<file path="config.mk">
export PLATFORM = sky130hd
export DESIGN_NAME = pkt_handler_cfg
export DESIGN_NICKNAME = d
export VERILOG_FILES = /design/src/rtl/pkt_handler_pkg.sv /design/src/rtl/pkt_handler_cfg.sv
export VERILOG_INCLUDE_DIRS = /design/src /design/src/rtl
export SDC_FILE = /design/constraint.sdc
export NUM_CORES = 1
export LEC_CHECK = 0
export BUFFER_PORTS_ARGS = -buffer_cell sky130_fd_sc_hd__buf_2
export CORE_MARGIN = 2
export CORE_UTILIZATION = 45
export CTS_CLUSTER_SIZE = 40
export DETAILED_ROUTE_END_ITERATION = 12
export HOLD_SLACK_MARGIN = 0.02
export PLACE_DENSITY = 0.73
export SYNTH_ARGS = -nofsm -noshare
export SYNTH_HDL_FRONTEND = slang
export SYNTH_SLANG_ARGS = --single-unit
</file>
<file path="constraint.sdc">
create_clock -name sys_clk_in -period 4.75 [get_ports sys_clk_in]
set_input_delay 1.425 -clock sys_clk_in [delete_from_list [all_inputs] [get_ports sys_clk_in]]
set_output_delay 1.425 -clock sys_clk_in [all_outputs]
set_load 0.01 [all_outputs]
</file>
<file path="src/rtl/pkt_handler_params.svh">
// Register map, field positions, reset values of the packet handler.
// Assumes inclusion by the design module only.
`ifndef PKT_HANDLER_PARAMS_SVH
`define PKT_HANDLER_PARAMS_SVH
`define OFS_PKT_CFG_PRI      8'h30
`define OFS_PKT_CFG_SEC      8'h31
`define OFS_PAYLOAD_LEN_LO   8'h32
`define OFS_STATION_ADDR     8'h33
`define OFS_BCAST_ADDR       8'h34
`define OFS_FIFO_THRESH      8'h35
`define OFS_IRQ_STATUS       8'h38
`define OFS_IRQ_ENABLE       8'h39
`define OFS_IRQ_CLEAR        8'h3A
`define OFS_QUEUE_COUNT      8'h3B
`define RST_PKT_CFG_PRI      8'h90
`define RST_PKT_CFG_SEC      8'h40
`define RST_PAYLOAD_LEN_LO   8'h40
`define RST_STATION_ADDR     8'h00
`define RST_BCAST_ADDR       8'h00
`define RST_FIFO_THRESH      8'h8F
`define BIT_FRAME_KIND       7
`define BIT_CHECK_EN         4
`define BIT_KEEP_BUF         3
`define BIT_SCRAMBLE_VAR     0
`define BIT_PROC_STYLE       6
`define BIT_LEGACY_HOME      5
`define BIT_BEACON           3
`define BIT_SEND_TRIG        7
`define IRQ_BODY_READY       0
`define IRQ_LEVEL            1
`define IRQ_BAD_CHECK        2
`define IRQ_ADDR_DROP        3
`endif

</file>
<file path="src/rtl/pkt_handler_pkg.sv">
// Types shared by the packet handler configuration block.
// Does not include the params header or use its macros.
package pkt_handler_pkg;
    typedef logic [7:0]  reg_byte_t;
    typedef logic [10:0] body_len_t;
    typedef enum logic [1:0] {
        CODE_NONE       = 2'h0,
        CODE_MANCHESTER = 2'h1,
        CODE_WHITENING  = 2'h2,
        CODE_RESERVED   = 2'h3
    } line_coding_t;
    typedef enum logic [1:0] {
        FILT_NONE      = 2'h0,
        FILT_OWN       = 2'h1,
        FILT_OWN_BCAST = 2'h2,
        FILT_RESERVED  = 2'h3
    } addr_filter_t;
    typedef enum logic [1:0] {
        RX_IDLE = 2'h0,
        RX_ADDR = 2'h1,
        RX_BODY = 2'h3,
        RX_DROP = 2'h2
    } rx_state_t;
endpackage

</file>
<file path="src/rtl/pkt_handler_cfg.sv">
// Packet handler configuration registers and frame acceptance control.
// Assumes a byte-stream receiver, a FIFO with byte count outside.
//
// The address-and-strobe port is this design's own decision.
`timescale 1ns/10ps
`include "pkt_handler_params.svh"
module pkt_handler_cfg (
    // Clock and reset
    input  wire logic                     sys_clk_in,
    input  wire logic                     rstn_in,
    // Register port
    input  wire logic [7:0]               reg_addr_in,
    input  wire pkt_handler_pkg::reg_byte_t reg_wdata_in,
    input  wire logic                     reg_wr_in,
    input  wire logic                     reg_rd_in,
    output pkt_handler_pkg::reg_byte_t    reg_rdata_out,
    // Receive byte stream
    input  wire logic                     rx_sync_in,
    input  wire logic                     rx_byte_valid_in,
    input  wire logic [7:0]               rx_byte_in,
    input  wire logic                     rx_crc_done_in,
    input  wire logic                     rx_crc_ok_in,
    // FIFO status
    input  wire logic [6:0]               queue_count_in,
    // Modem controls
    output logic                          frame_length_kind_out,
    output pkt_handler_pkg::line_coding_t line_balance_coding_out,
    output logic                          check_enable_out,
    output logic                          check_scramble_variant_out,
    output logic                          processing_style_out,
    output logic                          legacy_home_compat_out,
    output logic                          beacon_active_out,
    output pkt_handler_pkg::body_len_t    body_len_out,
    output logic                          tx_len_from_reg_out,
    output logic                          tx_start_out,
    // Receive results
    output logic                          rx_store_out,
    output logic [7:0]                    rx_store_byte_out,
    output logic                          fifo_flush_out,
    output logic                          rx_restart_out,
    output logic                          body_ready_flag_out,
    output logic                          queue_level_flag_out,
    output logic                          queue_empty_flag_out,
    output logic                          irq_out
);
    import pkt_handler_pkg::*;

    // ==========================================================
    // Configuration registers
    reg_byte_t cfg_pri_r;
    reg_byte_t cfg_sec_r;
    reg_byte_t len_lo_r;
    reg_byte_t station_r;
    reg_byte_t bcast_r;
    reg_byte_t thresh_r;
    logic [3:0] irq_stat_r;
    logic [3:0] irq_en_r;
    logic [3:0] irq_evt;

    function automatic logic hit(input logic [7:0] a, input logic [7:0] o);
        hit = reg_wr_in && (a == o);
    endfunction

    // Reserved codes are stored as written; hardware treats them as off
    always_ff @(posedge sys_clk_in) begin
        if (!rstn_in) begin
            cfg_pri_r <= `RST_PKT_CFG_PRI;
            cfg_sec_r <= `RST_PKT_CFG_SEC;
            len_lo_r  <= `RST_PAYLOAD_LEN_LO;
            station_r <= `RST_STATION_ADDR;
            bcast_r   <= `RST_BCAST_ADDR;
            thresh_r  <= `RST_FIFO_THRESH;
        end else begin
            if (hit(reg_addr_in, `OFS_PKT_CFG_PRI)) begin
                cfg_pri_r <= reg_wdata_in;
            end
            if (hit(reg_addr_in, `OFS_PKT_CFG_SEC)) begin
                cfg_sec_r <= {1'b0, reg_wdata_in[6:0]};
            end
            if (hit(reg_addr_in, `OFS_PAYLOAD_LEN_LO)) begin
                len_lo_r <= reg_wdata_in;
            end
            if (hit(reg_addr_in, `OFS_STATION_ADDR)) begin
                station_r <= reg_wdata_in;
            end
            if (hit(reg_addr_in, `OFS_BCAST_ADDR)) begin
                bcast_r <= reg_wdata_in;
            end
            if (hit(reg_addr_in, `OFS_FIFO_THRESH)) begin
                thresh_r <= {reg_wdata_in[7], 1'b0, reg_wdata_in[5:0]};
            end
        end
    end

    // ==========================================================
    // Read port
    always_ff @(posedge sys_clk_in) begin
        if (!rstn_in) begin
            reg_rdata_out <= 8'h00;
        end else if (reg_rd_in) begin
            case (reg_addr_in)
                `OFS_PKT_CFG_PRI:    reg_rdata_out <= cfg_pri_r;
                `OFS_PKT_CFG_SEC:    reg_rdata_out <= cfg_sec_r;
                `OFS_PAYLOAD_LEN_LO: reg_rdata_out <= len_lo_r;
                `OFS_STATION_ADDR:   reg_rdata_out <= station_r;
                `OFS_BCAST_ADDR:     reg_rdata_out <= bcast_r;
                `OFS_FIFO_THRESH:    reg_rdata_out <= thresh_r;
                `OFS_IRQ_STATUS:     reg_rdata_out <= {4'h0, irq_stat_r};
                `OFS_IRQ_ENABLE:     reg_rdata_out <= {4'h0, irq_en_r};
                `OFS_QUEUE_COUNT:    reg_rdata_out <= {1'b0, queue_count_in};
                default:             reg_rdata_out <= 8'h00;
            endcase
        end else begin
            reg_rdata_out <= 8'h00;
        end
    end

    // ==========================================================
    // Decoded controls
    line_coding_t coding;
    addr_filter_t filt;
    body_len_t    body_len;
    logic         level_hit;
    logic         start_cond;

    always_comb begin
        coding   = line_coding_t'(cfg_pri_r[6:5]);
        filt     = addr_filter_t'(cfg_pri_r[2:1]);
        body_len = {cfg_sec_r[2:0], len_lo_r};
        // Count >= mark + 1, same as count > mark
        level_hit = {1'b0, queue_count_in} >
                    {2'b00, thresh_r[5:0]};
        if (thresh_r[`BIT_SEND_TRIG]) begin
            start_cond = (queue_count_in != 7'h00);
        end else begin
            start_cond = level_hit;
        end
    end

    always_ff @(posedge sys_clk_in) begin
        if (!rstn_in) begin
            frame_length_kind_out      <= 1'b1;
            line_balance_coding_out    <= CODE_NONE;
            check_enable_out           <= 1'b1;
            check_scramble_variant_out <= 1'b0;
            processing_style_out       <= 1'b1;
            legacy_home_compat_out     <= 1'b0;
            beacon_active_out          <= 1'b0;
            body_len_out               <= 11'h000;
            tx_len_from_reg_out        <= 1'b0;
            tx_start_out               <= 1'b0;
            queue_level_flag_out       <= 1'b0;
            queue_empty_flag_out       <= 1'b1;
        end else begin
            frame_length_kind_out <= cfg_pri_r[`BIT_FRAME_KIND];
            // Reserved coding falls back to none, never a guess
            line_balance_coding_out <= (coding == CODE_RESERVED) ?
                                       CODE_NONE : coding;
            check_enable_out <= cfg_pri_r[`BIT_CHECK_EN];
            check_scramble_variant_out <=
                cfg_pri_r[`BIT_SCRAMBLE_VAR];
            processing_style_out <= cfg_sec_r[`BIT_PROC_STYLE];
            legacy_home_compat_out <= cfg_sec_r[`BIT_LEGACY_HOME];
            beacon_active_out <= cfg_sec_r[`BIT_BEACON] &&
                                 !cfg_pri_r[`BIT_FRAME_KIND];
            body_len_out <= body_len;
            tx_len_from_reg_out <= !cfg_pri_r[`BIT_FRAME_KIND];
            tx_start_out <= start_cond;
            queue_level_flag_out <= level_hit;
            queue_empty_flag_out <= (queue_count_in == 7'h00);
        end
    end

    // ==========================================================
    // Receive acceptance
    rx_state_t  rx_state_r;
    body_len_t  rx_cnt_r;
    logic       addr_ok;
    logic       len_over;

    always_comb begin
        case (filt)
            FILT_OWN:       addr_ok = (rx_byte_in == station_r);
            FILT_OWN_BCAST: addr_ok = (rx_byte_in == station_r) ||
                                      (rx_byte_in == bcast_r);
            default:        addr_ok = 1'b1;
        endcase
        // Variable frames beyond the maximum are dropped
        len_over = cfg_pri_r[`BIT_FRAME_KIND] &&
                   (rx_cnt_r >= body_len);
    end

    logic bad_check;
    logic good_check;
    assign bad_check  = rx_crc_done_in && cfg_pri_r[`BIT_CHECK_EN] &&
                        !rx_crc_ok_in;
    assign good_check = rx_crc_done_in &&
                        (rx_crc_ok_in || !cfg_pri_r[`BIT_CHECK_EN]);

    always_ff @(posedge sys_clk_in) begin
        if (!rstn_in) begin
            rx_state_r <= RX_IDLE;
            rx_cnt_r   <= 11'h000;
        end else begin
            case (rx_state_r)
                RX_IDLE: begin
                    rx_cnt_r <= 11'h000;
                    if (rx_sync_in) begin
                        rx_state_r <= (filt == FILT_NONE ||
                                       filt == FILT_RESERVED) ?
                                      RX_BODY : RX_ADDR;
                    end
                end
                RX_ADDR: begin
                    if (rx_byte_valid_in) begin
                        rx_state_r <= addr_ok ? RX_BODY : RX_DROP;
                        rx_cnt_r   <= 11'h001;
                    end
                end
                RX_BODY: begin
                    if (rx_byte_valid_in) begin
                        rx_cnt_r <= rx_cnt_r + 11'h001;
                        if (len_over) begin
                            rx_state_r <= RX_DROP;
                        end
                    end
                    if (rx_crc_done_in) begin
                        rx_state_r <= RX_IDLE;
                    end
                end
                RX_DROP: rx_state_r <= RX_IDLE;
                default: rx_state_r <= RX_IDLE;
            endcase
        end
    end

    // ==========================================================
    // Stream outputs and frame-end actions
    always_ff @(posedge sys_clk_in) begin
        if (!rstn_in) begin
            rx_store_out        <= 1'b0;
            rx_store_byte_out   <= 8'h00;
            fifo_flush_out      <= 1'b0;
            rx_restart_out      <= 1'b0;
            body_ready_flag_out <= 1'b0;
        end else begin
            rx_store_out <= rx_byte_valid_in && !len_over &&
                ((rx_state_r == RX_BODY) ||
                 (rx_state_r == RX_ADDR && addr_ok));
            rx_store_byte_out <= rx_byte_in;
            // Keep-buffer set: bad frame still handed up, not flushed
            fifo_flush_out <= (rx_state_r == RX_DROP) ||
                (bad_check && !cfg_pri_r[`BIT_KEEP_BUF]);
            rx_restart_out <= (rx_state_r == RX_DROP) ||
                (bad_check && !cfg_pri_r[`BIT_KEEP_BUF]);
            body_ready_flag_out <= (rx_state_r == RX_BODY) &&
                (good_check ||
                 (bad_check && cfg_pri_r[`BIT_KEEP_BUF]));
        end
    end

    // ==========================================================
    // Interrupts; a new event beats a clear in the same cycle
    always_comb begin
        irq_evt = 4'h0;
        irq_evt[`IRQ_BODY_READY] = (rx_state_r == RX_BODY) &&
            (good_check || (bad_check && cfg_pri_r[`BIT_KEEP_BUF]));
        irq_evt[`IRQ_LEVEL]      = level_hit && !queue_level_flag_out;
        irq_evt[`IRQ_BAD_CHECK]  = bad_check;
        irq_evt[`IRQ_ADDR_DROP]  = (rx_state_r == RX_DROP);
    end

    always_ff @(posedge sys_clk_in) begin
        if (!rstn_in) begin
            irq_stat_r <= 4'h0;
            irq_en_r   <= 4'h0;
            irq_out    <= 1'b0;
        end else begin
            if (hit(reg_addr_in, `OFS_IRQ_ENABLE)) begin
                irq_en_r <= reg_wdata_in[3:0];
            end
            if (hit(reg_addr_in, `OFS_IRQ_CLEAR)) begin
                irq_stat_r <= (irq_stat_r & ~reg_wdata_in[3:0]) | irq_evt;
            end else begin
                irq_stat_r <= irq_stat_r | irq_evt;
            end
            irq_out <= |(irq_stat_r & irq_en_r);
        end
    end
endmodule

</file>
* After elaboration in Yosys (flattened, before gate mapping)
Index checks and enable logic that the tools add are counted.
W data, S select, Z words.
** Operators by class
- Add/sub/neg operators :: 1
- Order comparisons :: 2
- Equality and inequality tests :: 24
- Multiplexer cells :: 15
- Bitwise operators :: 6
- Reductions and logical operators :: 42
** Operator list (number)
- $eq A8 B6 Y1 const B :: 10
- $pmux W8 S9 :: 1
- $pmux W11 S3 :: 1
- $mux W11 :: 2
- $logic_and A1 B1 Y1 :: 20
- $eq A8 B8 Y1 :: 2
- $mux W2 :: 6
- $add A11 B1 Y11 const B :: 1
- $ge A11 B11 Y1 :: 1
- $eq A2 B2 Y1 const B :: 5
- $and A4 B4 Y4 :: 2
- $or A4 B4 Y4 :: 2
- $pmux W2 S4 :: 1
- $gt A7 B6 Y1 :: 1
- $logic_not A7 Y1 :: 1
- $reduce_bool A7 Y1 :: 1
- $logic_not A1 Y1 :: 6
- $logic_or A1 B1 Y1 :: 6
- $ne A2 B2 Y1 const B :: 3
- $ne A3 B3 Y1 const B :: 2
- $eq A2 B1 Y1 const B :: 2
- $logic_not A2 Y1 :: 2
- $mux W4 :: 1
- $not A4 Y4 :: 1
- 9 further kinds :: 10
** Storage, ports and cells
- Register bits after elaboration :: 110

* Logic depth before layout (Yosys ltp)
- Depth after elaboration :: 7
- Gate-level depth with buffers :: 7

* Worst setup path before layout
No wires, ideal clock.
- Path type :: in2reg
- Start point :: input port reg_addr_in[6]
- End point :: register station_r[0]
- Setup time :: 0.116 ns
- Data arrival time :: 2.558 ns
- Data required time :: 4.634 ns
- Setup slack :: 2.075 ns
- Stages :: 6
- Buffers on the path :: 1
- Cells stage by stage :: nand4bb_1 > buf_4 > nor3_4 > nand4_4 > mux2i_1 > nor2b_1
** On the way
- Cells in the longest elaborated chain, start to end :: 2
** Ends and longest elaborated chain
- from (decl) :: line pkt_handler_cfg.sv:12 : input wire logic [7:0] reg_addr_in,
- $eq A8 B6 Y1 :: line pkt_handler_cfg.sv:61 : hit = reg_wr_in && (a == o);
- $logic_and A1 B1 Y1 :: line pkt_handler_cfg.sv:61
- to (signal assigned) :: line pkt_handler_cfg.sv:70 : station_r <= `RST_STATION_ADDR;
- to (signal assigned) :: line pkt_handler_cfg.sv:84 : station_r <= reg_wdata_in;
- to (decl) :: line pkt_handler_cfg.sv:53 : reg_byte_t station_r;
No other way between the ends.
A chain may end at the register's enable or synchronous reset.

* Worst setup path after layout
- Start point :: input port reg_addr_in[6]
- End point :: register thresh_r[2]
** On the way
- Cells in the longest elaborated chain, start to end :: 2
** Ends and longest elaborated chain
- $eq A8 B6 Y1 :: line pkt_handler_cfg.sv:61
- $logic_and A1 B1 Y1 :: line pkt_handler_cfg.sv:61
- to (signal assigned) :: line pkt_handler_cfg.sv:72 : thresh_r <= `RST_FIFO_THRESH;
- to (signal assigned) :: line pkt_handler_cfg.sv:90 : thresh_r <= {reg_wdata_in[7], 1'b0, reg_wdata_in[5:0]};
- to (decl) :: line pkt_handler_cfg.sv:55 : reg_byte_t thresh_r;
No other way between the ends.

==> impl_metrics.ini <==
[critical_path]
ff2ff_path_depth = 7
cp.arrival_ps = 3440
cp-end-kind = flip-flop
critical_path_class = in -> reg
cp-start-kind = primary input
worstPathMaxFanout = 14
critPathRequiredTime_ps = 4950

[pwr]
power_frac_seq = 0.505
p_clk_frac = 0.426
p_per_area_nw_per_um2 = 314
ir_worst_vdd_v = 0.000206
p_leak_uw = 0.00257
combPwrFrac = 0.069
p_sw_frac = 0.222
p_sw_uw = 417
intPower_uw = 1460

[floorplanning]
fp.dieH_um = 112
die_x_um = 112
core_area_sq_um = 11400
io_pins = 83
die_area_sq_um = 12500
initial_core_util = 0.459
row_count = 39

[placed_design]
hpwl_um = 9780
gp_congestion = 0.914
post_dp_cell_area_sq_um = 5650
dpl_worst_slack_ps = 1160
port_buffers = 82

[hold_path]
hold_path.class = reg -> reg
whs_path_depth = 2

[sta]
drv_slew = 0
max-slew-margin-rel = 0.520
finClkSkew_ps = 9.00
fin_crit_sh = 0.684
fmax_mhz = 308
rsz0062_at_grt = no
tightest_slew_ps = 721
finalCriticalPeriod_ps = 3250
setup_tns_ps = 0
setup_ws_ps = 1500
setup_viol = 0
hold_viol_final = 0

[synth]
ys_ff_latch = 110
synth_area_sq_um = 5210
syn-num-nets = 620
synth_cell_types = 65
seq_area_frac_synth = 0.422
synthFlopType = dfxtp_1
synthCells = 561
synth_area_per_cell_sq_um = 9.29
yosysWarnings = 0
async_flop_share = 0
synth_edf_count = 0

[routing]
wirelength_um = 13100
via_count = 4274
wire_per_inst_um = 17.0
ant_nets = 0
drt-vias-per-instance = 5.54
first_pass_iters = 5
drtIter0Drc = 254
route.detailed.drc = 0

[clock_tree]
clockBufferDepth = 2
cts_sinks = 110
ctsResizeCount = 0
cts_buffers = 9
cts_tree = done
hold_buffers = 0
htreeDepth = 3
clkSlewWorstSetupHoldPaths_ps = 60
clock-root-buffer = clkbuf_16
cts_setup_buffers = 0
clock_latency_ps = 360

[global_routing]
grt_pass1_wl_um = 21000
globalRouteTotalUtil = 0.212
first_global_vias = 4055
antenna_found_initial = 0
overflow = 0
grt_max_degree = 51

[final_layout]
postLayoutCellArea_sq_um = 5970
syn_to_final_growth_pct = 14.5
drive_above_1_share = 0.183
num-fill-cells = 1056
nets = 682
diodes = 0
final_common_cell = dfxtp_1
layout_common_cells = dfxtp_1 (110), buf_2 (82), nand2_1 (45), mux2i_1 (37)

[run_status]
status = finished, final reports clean

[flow_run]
drv_cap = 0
[area by class of cell]
cell class | instances | area, sq um | share of cell area
well taps | 143 | 179 | 0.0300
clock buffers | 12 | 246 | 0.0413
multi-input cells | 394 | 2760 | 0.462
clock inverters | 4 | 70.1 | 0.0117
repair buffers | 83 | 418 | 0.0700
inverters | 25 | 93.8 | 0.0157
flip-flops and latches | 110 | 2200 | 0.369
[flip-flops by register name, summed over array words and instances (netlist names), 2 cells and up]
signal                   flops
body_len_out                11
rx_cnt_r                    11
bcast_r                      8
cfg_pri_r                    8
len_lo_r                     8
reg_rdata_out                8
rx_store_byte_out            8
station_r                    8
cfg_sec_r                    7
thresh_r                     7
irq_en_r                     4
irq_stat_r                   4
line_balance_coding_out      2
rx_state_r                   2
[cell families (layout without fill, tap and decap cells)]
group	Yosys count	in the layout	share of synthesized area
flops	110	110	0.422
simple gates	215	215	0.235
xor+xnor	21	21	0.0353
buf+inv	57	124	0.0480
mux	41	41	0.0797
fa+ha+maj	20	20	0.0480
compound gates	97	97	0.132
[power groups by stage]
stage	combinational, uW	clock, uW	sequential (uW)
2_1_floorplan	83.1	0	965
3_3_place_gp	126	0	967
3_5_place_dp	128	0	968
4_1_cts	129	810	947
5_1_grt	141	850	949
6_report	129	800	947
[synthesized netlist by cell type, types with 6 or more instances]
cell / number / area share
o21ai_0: 11 / 0.011
and2_1: 23 / 0.028
xor2_1: 17 / 0.029
nor2b_1: 35 / 0.042
dfxtp_1: 110 / 0.42
a31oi_1: 10 / 0.012
nor2_1: 24 / 0.017
mux2i_1: 37 / 0.071
buf_4: 6 / 0.0086
nand4_1: 6 / 0.0072
nor4_1: 7 / 0.0084
inv_1: 25 / 0.018
a21boi_0: 17 / 0.024
nor3_1: 7 / 0.0067
ha_1: 20 / 0.048
a21oi_1: 11 / 0.011
clkbuf_1: 19 / 0.014
nand2_1: 45 / 0.032
nand3_1: 35 / 0.034
a22oi_1: 13 / 0.019
[metrics by stage]
| step | total power, uW | std cells | hold WS (ps) | util |
|---|---|---|---|---|
| CTS | 1890 | 771 | 471 | 0.525 |
| global placement | 1090 | 755 | 456 | 0.497 |
| finish | 1880 | 771 | 471 | 0.525 |
| global route | 1940 | 771 | 489 | 0.525 |
| detailed placement | 1100 | 755 | 458 | 0.497 |
| floorplan | 1050 | 561 | 421 | - |
[critical path, cell delays in order]
cell and delay (ps):
buf_2 100, nand4bb_1 590, nor4b_4 810, nand2_1 290
nand2_1 140, nand3_1 80
[per-layer routing]
| layer | global-route usage | wire length (um) | vias up |
|---|---|---|---|
| met3 | 0.0555 | 872 | 25 |
| met5 | 0 | 0 | - |
| li1 | - | - | 2095 |
| met2 | 0.340 | 6200 | 150 |
| met1 | 0.274 | 5640 | 2004 |
| met4 | 0.0856 | 359 | 0 |
[worst paths after layout]
path	end	start	slack (ps)
max reg2reg	rx_store_out$_SDFF_PN0_	cfg_sec_r[0]$_SDFFE_PN0P_	2650
min	line_balance_coding_out[1]$_SDFF_PP0_	cfg_pri_r[6]$_SDFFE_PN0P_	470
min reg2reg	line_balance_coding_out[1]$_SDFF_PP0_	cfg_pri_r[6]$_SDFFE_PN0P_	470
max	thresh_r[2]$_SDFFE_PN1P_	reg_addr_in[6]	1500
Power figures use the tool's default switching activity.
